--- src/core/timer_pair_pkg.sv ---
// constants, field layouts and encodings of the timer pair common control
package timer_pair_pkg;
  localparam int ADDR_W = 12;
  // register indices; the byte address is four times the index
  localparam logic [7:0] CTRL_IDX = 8'h01;
  localparam logic [7:0] IRQ_IDX = 8'hFA;
  localparam logic [7:0] MASK_IDX = 8'hFB;
  localparam logic [7:0] CFG_IDX = 8'h10;
  localparam logic [1:0] IDX_PAD = 2'h0;
  localparam logic [1:0] ADDR_HI_PAD = 2'h0;

  // common control field positions
  localparam int CTL_WIDE_BIT = 7;
  localparam int CTL_NARROW_BIT = 6;
  localparam int CTL_OPS_LSB = 4;
  localparam int CTL_COMB_LSB = 2;
  localparam int CTL_ROUTE_BIT = 1;

  // interrupt request bit positions
  localparam int IRQ_PIN_TWO_BIT = 0;
  localparam int IRQ_PIN_THREE_BIT = 1;
  localparam int IRQ_PIN_ONE_BIT = 2;
  localparam int IRQ_WIDE_BIT = 3;
  localparam int IRQ_NARROW_BIT = 4;
  localparam int IRQ_VOLT_BIT = 5;
  localparam int IRQ_EDGE_LSB = 6;
  localparam int IRQ_SRC_N = 6;

  localparam int CFG_MODE_BIT = 0;

  localparam logic [7:0] BYTE_ZERO = 8'h00;
  localparam logic [5:0] SRC_ZERO = 6'h00;
  localparam logic [1:0] FIELD_ZERO = 2'h0;

  // noise filter lengths in system clock cycles
  localparam int FILT_SHORT_CYC = 4;
  localparam int FILT_LONG_CYC = 8;
  localparam int FILT_CNT_W = 4;

  typedef enum logic [1:0] {
    OPS_NORMAL = 2'b00,
    OPS_PINGPONG = 2'b01,
    OPS_FORCE_LOW = 2'b10,
    OPS_FORCE_HIGH = 2'b11
  } tx_ops_e;

  typedef enum logic [1:0] {
    COMB_AND = 2'b00,
    COMB_OR = 2'b01,
    COMB_NOR = 2'b10,
    COMB_NAND = 2'b11
  } comb_fn_e;

  typedef enum logic [1:0] {
    FILT_NONE = 2'b00,
    FILT_SHORT = 2'b01,
    FILT_LONG = 2'b10,
    FILT_RSVD = 2'b11
  } filt_sel_e;

  typedef enum logic [1:0] {
    EDGE_FALL = 2'b00,
    EDGE_RISE = 2'b01,
    EDGE_UNUSED = 2'b10,
    EDGE_RSVD = 2'b11
  } edge_sel_e;
endpackage

--- src/core/demod_filt_if.sv ---
// signals between the common control and its demodulator input filter
`timescale 1ns/100ps
interface demod_filt_if;
  logic sample;
  logic [1:0] sel;
  logic level;
  logic rise;
  logic fall;
  modport owner (output sample, output sel, input level, input rise, input fall);
  modport filter (input sample, input sel, output level, output rise, output fall);
endinterface

--- src/core/demod_filter.sv ---
// noise filter and edge detector for the demodulator input
`timescale 1ns/100ps
module demod_filter (
  input wire logic pclk,
  input wire logic presetn,
  demod_filt_if.filter fi
);
  logic [timer_pair_pkg::FILT_CNT_W-1:0] cnt_r;
  logic [timer_pair_pkg::FILT_CNT_W-1:0] len;
  logic level_r;

  // reserved filter code behaves as no filter
  always_comb begin
    case (fi.sel)
      timer_pair_pkg::FILT_SHORT: len = timer_pair_pkg::FILT_CNT_W'(timer_pair_pkg::FILT_SHORT_CYC);
      timer_pair_pkg::FILT_LONG: len = timer_pair_pkg::FILT_CNT_W'(timer_pair_pkg::FILT_LONG_CYC);
      default: len = timer_pair_pkg::FILT_CNT_W'(1);
    endcase
  end

  // a new level is accepted only after it has held for the whole filter length
  always_ff @(posedge pclk or negedge presetn) begin
    if (!presetn) begin
      cnt_r <= '0;
      level_r <= 1'b0;
    end else if (fi.sample == level_r) begin
      cnt_r <= '0;
    end else if (cnt_r >= len - 1'b1) begin
      cnt_r <= '0;
      level_r <= fi.sample;
    end else begin
      cnt_r <= cnt_r + 1'b1;
    end
  end

  assign fi.level = level_r;
  assign fi.rise = (cnt_r >= len - 1'b1) && fi.sample && !level_r;
  assign fi.fall = (cnt_r >= len - 1'b1) && !fi.sample && level_r;
endmodule

--- src/core/timer_pair_ctrl.sv ---
// common control of the 8-bit and 16-bit timer pair with apb registers
//
// Function
// - in transmit mode the 16-bit timer output starts at the level held in its initial-level control bit.
// - in transmit mode the 8-bit timer output starts at its own initial-level bit, low after reset.
// - in demodulation mode a detected falling edge sets a readable flag that a written one clears.
// - in demodulation mode a detected rising edge sets a readable flag that a written one clears.
// - in transmit mode a two-bit field picks normal, ping-pong, forced low or forced high 16-bit output.
// - in demodulation mode the same field picks no filter, a 4-cycle or an 8-cycle input noise filter.
// - in transmit mode a two-bit field merges the two timer outputs by and, or, nor or nand, and after reset.
// - in demodulation mode the same field picks falling or rising edge detection.
// - in transmit mode a bit routes port three pin six as plain port output or as the merged timer output.
// - in demodulation mode the same bit picks port three pin one or port two pin zero as input.
// - interrupt requests 0 to 5 come from pins 3.2, 3.3, 3.1, the 16-bit timer, the 8-bit timer and low voltage.
// - a two-bit field selects the active edges of the pin 3.1 and pin 3.2 interrupts.
//
// Local design decision: the APB interface to the registers.
`timescale 1ns/100ps
module timer_pair_ctrl (
  input wire logic pclk,
  input wire logic presetn,
  input wire logic psel,
  input wire logic penable,
  input wire logic pwrite,
  input wire logic [timer_pair_pkg::ADDR_W-1:0] paddr,
  input wire logic [31:0] pwdata,
  output logic [31:0] prdata,
  output logic pready,
  output logic pslverr,
  input wire logic port_three_pin_one,
  input wire logic port_three_pin_two,
  input wire logic port_three_pin_three,
  input wire logic port_two_pin_zero,
  input wire logic timers_running,
  input wire logic wide_timer_terminal,
  input wire logic narrow_timer_terminal,
  input wire logic low_voltage_detect_event,
  input wire logic port_six_data,
  output logic wide_timer_output,
  output logic narrow_timer_output,
  output logic port_three_pin_six,
  output logic demod_level,
  output logic irq
);
  localparam int PIN_N = 4;
  localparam int PIN_ONE = 0;
  localparam int PIN_TWO = 1;
  localparam int PIN_THREE = 2;
  localparam int PIN_ALT = 3;

  function automatic logic hit(input logic [timer_pair_pkg::ADDR_W-1:0] a, input logic [7:0] idx);
    hit = (a == {timer_pair_pkg::ADDR_HI_PAD, idx, timer_pair_pkg::IDX_PAD});
  endfunction

  function automatic logic merge(input logic [1:0] fn, input logic n, input logic w);
    case (fn)
      timer_pair_pkg::COMB_AND: merge = n & w;
      timer_pair_pkg::COMB_OR: merge = n | w;
      timer_pair_pkg::COMB_NOR: merge = ~(n | w);
      default: merge = ~(n & w);
    endcase
  endfunction

  // pin synchronisers
  logic [PIN_N-1:0] pins_in;
  logic [PIN_N-1:0] meta_r;
  logic [PIN_N-1:0] sync_r;
  logic [PIN_N-1:0] prev_r;
  assign pins_in = {port_two_pin_zero, port_three_pin_three, port_three_pin_two, port_three_pin_one};

  genvar gi;
  generate
    for (gi = 0; gi < PIN_N; gi++) begin : g_sync
      always_ff @(posedge pclk or negedge presetn) begin
        if (!presetn) begin
          meta_r[gi] <= 1'b0;
          sync_r[gi] <= 1'b0;
          prev_r[gi] <= 1'b0;
        end else begin
          meta_r[gi] <= pins_in[gi];
          sync_r[gi] <= meta_r[gi];
          prev_r[gi] <= sync_r[gi];
        end
      end
    end
  endgenerate

  // registers
  logic demod_r;
  logic wide_init_r;
  logic narrow_init_r;
  logic fall_flag_r;
  logic rise_flag_r;
  logic [1:0] ops_r;
  logic [1:0] comb_r;
  logic route_r;
  logic [1:0] irq_edge_r;
  logic [timer_pair_pkg::IRQ_SRC_N-1:0] irq_sts_r;
  logic [timer_pair_pkg::IRQ_SRC_N-1:0] irq_sts_nxt;
  logic [timer_pair_pkg::IRQ_SRC_N-1:0] irq_mask_r;
  logic [timer_pair_pkg::IRQ_SRC_N-1:0] irq_set;
  logic pp_wide_r;

  // apb: setup cycle prepares the answer, access phase completes without wait
  logic setup;
  logic access;
  logic mapped;
  logic wr;
  logic [7:0] rd_val;
  logic [7:0] ctrl_rd;
  assign setup = psel && !penable;
  assign access = psel && penable && pready;
  assign mapped = hit(paddr, timer_pair_pkg::CTRL_IDX) || hit(paddr, timer_pair_pkg::IRQ_IDX)
    || hit(paddr, timer_pair_pkg::MASK_IDX) || hit(paddr, timer_pair_pkg::CFG_IDX);
  assign wr = access && pwrite && !pslverr;

  // same bits read back with mode-dependent meaning
  always_comb begin
    ctrl_rd = timer_pair_pkg::BYTE_ZERO;
    ctrl_rd[timer_pair_pkg::CTL_WIDE_BIT] = demod_r ? fall_flag_r : wide_init_r;
    ctrl_rd[timer_pair_pkg::CTL_NARROW_BIT] = demod_r ? rise_flag_r : narrow_init_r;
    ctrl_rd[timer_pair_pkg::CTL_OPS_LSB +: 2] = ops_r;
    ctrl_rd[timer_pair_pkg::CTL_COMB_LSB +: 2] = comb_r;
    ctrl_rd[timer_pair_pkg::CTL_ROUTE_BIT] = route_r;
  end

  always_comb begin
    rd_val = timer_pair_pkg::BYTE_ZERO;
    if (hit(paddr, timer_pair_pkg::CTRL_IDX)) begin
      rd_val = ctrl_rd;
    end else if (hit(paddr, timer_pair_pkg::IRQ_IDX)) begin
      rd_val = {irq_edge_r, irq_sts_r};
    end else if (hit(paddr, timer_pair_pkg::MASK_IDX)) begin
      rd_val = {timer_pair_pkg::FIELD_ZERO, irq_mask_r};
    end else if (hit(paddr, timer_pair_pkg::CFG_IDX)) begin
      rd_val[timer_pair_pkg::CFG_MODE_BIT] = demod_r;
    end
  end

  always_ff @(posedge pclk or negedge presetn) begin
    if (!presetn) begin
      pready <= 1'b0;
      pslverr <= 1'b0;
      prdata <= '0;
    end else begin
      pready <= setup;
      pslverr <= setup && !mapped;
      if (setup && !pwrite) begin
        prdata <= {24'h000000, rd_val};
      end
    end
  end

  logic wr_ctrl;
  logic wr_irq;
  assign wr_ctrl = wr && hit(paddr, timer_pair_pkg::CTRL_IDX);
  assign wr_irq = wr && hit(paddr, timer_pair_pkg::IRQ_IDX);

  // mode switch is taken as written; timers are assumed stopped by software
  always_ff @(posedge pclk or negedge presetn) begin
    if (!presetn) begin
      demod_r <= 1'b0;
      irq_mask_r <= timer_pair_pkg::SRC_ZERO;
    end else if (wr && hit(paddr, timer_pair_pkg::CFG_IDX)) begin
      demod_r <= pwdata[timer_pair_pkg::CFG_MODE_BIT];
    end else if (wr && hit(paddr, timer_pair_pkg::MASK_IDX)) begin
      irq_mask_r <= pwdata[timer_pair_pkg::IRQ_SRC_N-1:0];
    end
  end

  // shared control fields; initial levels are only writable in transmit mode
  always_ff @(posedge pclk or negedge presetn) begin
    if (!presetn) begin
      wide_init_r <= 1'b0;
      narrow_init_r <= 1'b0;
      ops_r <= timer_pair_pkg::OPS_NORMAL;
      comb_r <= timer_pair_pkg::COMB_AND;
      route_r <= 1'b0;
    end else if (wr_ctrl) begin
      if (!demod_r) begin
        wide_init_r <= pwdata[timer_pair_pkg::CTL_WIDE_BIT];
        narrow_init_r <= pwdata[timer_pair_pkg::CTL_NARROW_BIT];
      end
      ops_r <= pwdata[timer_pair_pkg::CTL_OPS_LSB +: 2];
      comb_r <= pwdata[timer_pair_pkg::CTL_COMB_LSB +: 2];
      route_r <= pwdata[timer_pair_pkg::CTL_ROUTE_BIT];
    end
  end

  // demodulator path
  demod_filt_if fi ();
  assign fi.sample = route_r ? sync_r[PIN_ALT] : sync_r[PIN_ONE];
  assign fi.sel = ops_r;

  demod_filter u_filter (
    .pclk(pclk),
    .presetn(presetn),
    .fi(fi.filter)
  );

  logic fall_hit;
  logic rise_hit;
  logic fall_clr;
  logic rise_clr;
  assign fall_hit = demod_r && fi.fall && comb_r == timer_pair_pkg::EDGE_FALL;
  assign rise_hit = demod_r && fi.rise && comb_r == timer_pair_pkg::EDGE_RISE;
  assign fall_clr = wr_ctrl && demod_r && pwdata[timer_pair_pkg::CTL_WIDE_BIT];
  assign rise_clr = wr_ctrl && demod_r && pwdata[timer_pair_pkg::CTL_NARROW_BIT];

  // an edge in the same cycle as the clear wins
  always_ff @(posedge pclk or negedge presetn) begin
    if (!presetn) begin
      fall_flag_r <= 1'b0;
      rise_flag_r <= 1'b0;
      demod_level <= 1'b0;
    end else begin
      fall_flag_r <= fall_hit || (fall_flag_r && !fall_clr);
      rise_flag_r <= rise_hit || (rise_flag_r && !rise_clr);
      demod_level <= fi.level;
    end
  end

  // transmit outputs
  logic pp_mode;
  assign pp_mode = ops_r == timer_pair_pkg::OPS_PINGPONG;

  // ping-pong hands over on terminal count, narrow timer first
  always_ff @(posedge pclk or negedge presetn) begin
    if (!presetn) begin
      pp_wide_r <= 1'b0;
    end else if (!timers_running || !pp_mode) begin
      pp_wide_r <= 1'b0;
    end else if (pp_wide_r && wide_timer_terminal) begin
      pp_wide_r <= 1'b0;
    end else if (!pp_wide_r && narrow_timer_terminal) begin
      pp_wide_r <= 1'b1;
    end
  end

  // outputs hold in demodulation mode since the bits mean something else there
  always_ff @(posedge pclk or negedge presetn) begin
    if (!presetn) begin
      wide_timer_output <= 1'b0;
    end else if (!demod_r) begin
      if (!timers_running) begin
        wide_timer_output <= wide_init_r;
      end else begin
        case (ops_r)
          timer_pair_pkg::OPS_FORCE_LOW: wide_timer_output <= 1'b0;
          timer_pair_pkg::OPS_FORCE_HIGH: wide_timer_output <= 1'b1;
          timer_pair_pkg::OPS_PINGPONG: wide_timer_output <= wide_timer_output ^ (pp_wide_r && wide_timer_terminal);
          default: wide_timer_output <= wide_timer_output ^ wide_timer_terminal;
        endcase
      end
    end
  end

  always_ff @(posedge pclk or negedge presetn) begin
    if (!presetn) begin
      narrow_timer_output <= 1'b0;
    end else if (!demod_r) begin
      if (!timers_running) begin
        narrow_timer_output <= narrow_init_r;
      end else if (pp_mode) begin
        narrow_timer_output <= narrow_timer_output ^ (!pp_wide_r && narrow_timer_terminal);
      end else begin
        narrow_timer_output <= narrow_timer_output ^ narrow_timer_terminal;
      end
    end
  end

  // pin six is plain port data in demodulation mode
  always_ff @(posedge pclk or negedge presetn) begin
    if (!presetn) begin
      port_three_pin_six <= 1'b0;
    end else if (!demod_r && route_r) begin
      port_three_pin_six <= merge(comb_r, narrow_timer_output, wide_timer_output);
    end else begin
      port_three_pin_six <= port_six_data;
    end
  end

  // interrupt requests
  logic one_rise;
  logic one_fall;
  logic two_rise;
  logic two_fall;
  assign one_rise = sync_r[PIN_ONE] && !prev_r[PIN_ONE];
  assign one_fall = !sync_r[PIN_ONE] && prev_r[PIN_ONE];
  assign two_rise = sync_r[PIN_TWO] && !prev_r[PIN_TWO];
  assign two_fall = !sync_r[PIN_TWO] && prev_r[PIN_TWO];

  always_comb begin
    irq_set = timer_pair_pkg::SRC_ZERO;
    irq_set[timer_pair_pkg::IRQ_PIN_ONE_BIT] = (irq_edge_r[1] && one_rise) ||
      ((irq_edge_r == 2'b11 || !irq_edge_r[1]) && one_fall);
    irq_set[timer_pair_pkg::IRQ_PIN_TWO_BIT] = (irq_edge_r[0] && two_rise) ||
      ((irq_edge_r == 2'b11 || !irq_edge_r[0]) && two_fall);
    irq_set[timer_pair_pkg::IRQ_PIN_THREE_BIT] = !sync_r[PIN_THREE] && prev_r[PIN_THREE];
    irq_set[timer_pair_pkg::IRQ_WIDE_BIT] = wide_timer_terminal;
    irq_set[timer_pair_pkg::IRQ_NARROW_BIT] = narrow_timer_terminal;
    irq_set[timer_pair_pkg::IRQ_VOLT_BIT] = low_voltage_detect_event;
  end

  always_comb begin
    irq_sts_nxt = irq_sts_r;
    if (wr_irq) begin
      irq_sts_nxt = irq_sts_r & ~pwdata[timer_pair_pkg::IRQ_SRC_N-1:0];
    end
    irq_sts_nxt = irq_sts_nxt | irq_set;
  end

  always_ff @(posedge pclk or negedge presetn) begin
    if (!presetn) begin
      irq_sts_r <= timer_pair_pkg::SRC_ZERO;
      irq_edge_r <= timer_pair_pkg::FIELD_ZERO;
      irq <= 1'b0;
    end else begin
      irq_sts_r <= irq_sts_nxt;
      if (wr_irq) begin
        irq_edge_r <= pwdata[timer_pair_pkg::IRQ_EDGE_LSB +: 2];
      end
      irq <= |(irq_sts_nxt & irq_mask_r);
    end
  end
endmodule

--- config.mk ---
export PLATFORM = sky130hd
export DESIGN_NAME = timer_pair_ctrl
export DESIGN_NICKNAME = d
export VERILOG_FILES = /design/src/core/timer_pair_pkg.sv /design/src/core/demod_filt_if.sv /design/src/core/demod_filter.sv /design/src/core/timer_pair_ctrl.sv
export SDC_FILE = /design/constraint.sdc
export NUM_CORES = 1
export LEC_CHECK = 0
export ABC_AREA = 1
export BUFFER_PORTS_ARGS = -buffer_cell sky130_fd_sc_hd__buf_2
export CORE_ASPECT_RATIO = 1.75
export CORE_MARGIN = 3
export CORE_UTILIZATION = 45
export CTS_CLUSTER_DIAMETER = 60
export DETAILED_ROUTE_END_ITERATION = 10
export PLACE_DENSITY = 0.7
export SKIP_LAST_GASP = 1
export SYNTH_ARGS = -nofsm -noshare
export SYNTH_HDL_FRONTEND = slang
export SYNTH_HIERARCHICAL = 1
export SYNTH_SLANG_ARGS = --single-unit
--- constraint.sdc ---
create_clock -name pclk -period 2.1 [get_ports pclk]
set_input_delay 0.525 -clock pclk [delete_from_list [all_inputs] [get_ports pclk]]
set_output_delay 0.525 -clock pclk [all_outputs]
set_load 0.05 [all_outputs]
==> impl_metrics.ini <==
[synth]
async_flop_share_pct = 100
synthesis.area_um2 = 3050
ys_warn_count = 6
yosysSeqAreaShare_pct = 46.0
ys_seq_elements = 56
synthCells = 366
dominantRegCellSynth = dfrtp_1
synth_edf_count = 0
avgSynthCellArea_um2 = 8.32
synth_cell_types = 37

[timing]
hold_violations = 0
finalCriticalPeriod_ns = 1.90
hold_slack_ns = 0.213
fmax_ghz = 0.525
timing.final.crit_share_pct = 90.7
finalClockSkew_ns = 0.00638
rsz0062_at_grt = false
setup_viol = 0
final.setup.tns_ns = 0
slew_violations = 0

[layout]
fin_cells = 506
area_growth_pct = 15.4
layout_commonest_cell = nand2_1
drive_above_1_share_pct = 21.2
most-common-layout-cells = 101 x nand2_1, 56 x dfrtp_1, 48 x buf_2
antenna_cells = 0
n_fill_cell = 659
finish.utilization_pct = 53.8
nNetsFinal = 489

[setup_path]
setup.worst_path.class = reg2reg
endpoint_kind = flop
cp_top_family = adder cells
startpoint_type = flop
cp.required_ns = 2.28
critPathMaxFanout = 7
worstPathCellList = inv_1, ha_1, ha_1, nand2_1, inv_1, nand2_2, nand3_2, nand2_1, inv_1, nand4_1, nand2_1
cp.buffers_inverters = 3
slowest_stage = dfrtp_1
r2r_slack_ns = 0.20
cp_slowest_stage_delay_ns = 0.48
worstPathArrival_ns = 2.09

[global_routing]
grtUsageTotal_pct = 18.5
overflow = 0
antenna_found_initial = 0
grt_pass1_wl_um = 11000
grt_max_degree = 57
grt_pass1_vias = 2424

[route]
top_layer = met4
via_per_inst = 4.98
drc_errors = 0
wl_met2_um = 3520
drtPass1Iterations = 4
wl_per_cell_um = 13.1
wl_met3_um = 355
drt_wl_total_um = 6630
wl_met1_um = 2510
drtIter0Drc = 153
ant_nets = 0
dr_total_vias = 2518

[power_and_ir_drop]
seqPwrFrac_pct = 45.5
power_switching_uw = 702
p_leak_nw = 1.90
clkPwrFrac_pct = 39.1
p_total_mw = 2.56
ir_drop_v = 0.000444
power_density_nw_per_um2 = 729
p_int_mw = 1.86
combPwrFrac_pct = 15.4
switching_share_pct = 27.4

[clocking]
postCtsSetupBuffers = 0
cts-resized-gates = 0
clk_path_buf_depth = 2
cts.htree.levels = 2
cts_tree = done
path_clk_slew_ns = 0.07
clock_latency_ns = 0.30
cts_root_buf = clkbuf_16
clock-sinks = 56
cts_made_buffers = 5
cts.hold.buffers_added = 0

[job]
cap_violations = 0

[floorplanning]
dieHeight_um = 115
core_area_um2 = 6540
die_x_um = 68.2
start_util_pct = 46.6
fp.dieArea_um2 = 7830
rows = 39
ios = 97

[run_status]
status = finished, final reports clean

[placed_design]
dp.cells = 498
io_buffers = 48
gp_congestion = 0.865
dp_hpwl_um = 5160

[worst_hold_path]
hold_class = in2async
## layer usage
metal / vias up / GRT usage [%]
met3: 19 / 3.71
met4: 0 / 9.43
met2: 85 / 32.0
li1: 1230 / -
met1: 1184 / 21.0
met5: - / 0
## power groups by stage
stage               logic, mW  clock network, mW  registers [mW]
finish                  0.396               1.00            1.17
global route            0.442               1.07            1.17
CTS                     0.400               1.02            1.17
detailed placement      0.396                  0            1.19
global placement        0.386                  0            1.19
floorplan               0.282                  0            1.22
## area by class of cell
type | count | area [um^2] | share of cell area (%)
inverter | 54 | 203 | 5.77
clock buffer | 7 | 153 | 4.34
clock inverter | 1 | 30.0 | 0.854
tap | 82 | 103 | 2.92
sequential | 56 | 1400 | 39.9
multi-input combinational | 253 | 1340 | 38.0
timing repair buffer | 53 | 290 | 8.26
## path summary, 6_finish.rpt
kind / startpoint / cells after the start / end
max: fi.sel[0] / 11 / rise_flag_r
min: presetn / 2 / prdata[2]
max reg2reg: fi.sel[0] / 11 / rise_flag_r
min reg2reg: meta_r[0] / 0 / sync_r[0]
max in group asynchronous: presetn / 2 / sync_r[3]
min in group pclk: port_two_pin_zero / 1 / meta_r[3]
## synthesized netlist by cell type, types with 2 or more instances
master | n | area, um^2
ha_1 | 8 | 100
buf_4 | 25 | 188
nand4_1 | 8 | 50.1
clkinv_1 | 2 | 7.51
nor2_2 | 2 | 12.5
dfrtp_1 | 56 | 1400
a31oi_1 | 3 | 18.8
nor4_2 | 2 | 25.0
nor2_4 | 3 | 33.8
nand3_1 | 19 | 95.1
inv_2 | 8 | 30.0
nand2_1 | 101 | 379
xor2_1 | 3 | 26.3
nor2_1 | 21 | 78.8
nor3_1 | 4 | 20.0
o22ai_1 | 3 | 18.8
nand3_2 | 3 | 30.0
o21ai_0 | 10 | 50.1
o211ai_1 | 3 | 22.5
inv_1 | 44 | 165
nand2_2 | 5 | 31.3
o21ai_1 | 18 | 90.1
## worst reg2reg max path: cells and delay by family, from the launching register on
family	cells	cell delay [ns]
adders and majority gates	2	0.62
and+or+nand+nor	6	0.51
DFF	1	0.48
buffers and inverters	3	0.18
## per-stage QoR
| stage | setup slack (ns) | area, um^2 |
|---|---|---|
| 2_1_floorplan | 0.382 | 3130 |
| 3_3_place_gp | 0.186 | 3330 |
| 3_5_place_dp | 0.157 | 3330 |
| 4_1_cts | 0.183 | 3520 |
| 5_1_grt | 0.0562 | 3520 |
| 6_report | 0.196 | 3520 |
## cell families (layout without fill, tap and decap cells)
family | after synthesis | count (layout) | share of synthesized area, %
adder cells (fa/ha/maj) | 8 | 8 | 3.29
AO/OA/AOI/OAI | 42 | 42 | 8.09
AND/OR/NAND/NOR | 174 | 174 | 28.1
buffers and inverters | 80 | 115 | 12.9
multiplexers | 1 | 1 | 0.329
flip-flops | 56 | 56 | 46.0
other | 1 | 24 | 0.123
XOR/XNOR | 4 | 4 | 1.15
## sequential cells by signal, indices dropped and copies added (netlist names), 2 cells and up
signal,flops
sync_r,4
u_filter/cnt_r,4
prdata,8
comb_r,2
irq_sts_r,6
irq_mask_r,6
prev_r,3
meta_r,4
fi.sel,2
irq_edge_r,2
(Power assumes the default switching activity.)
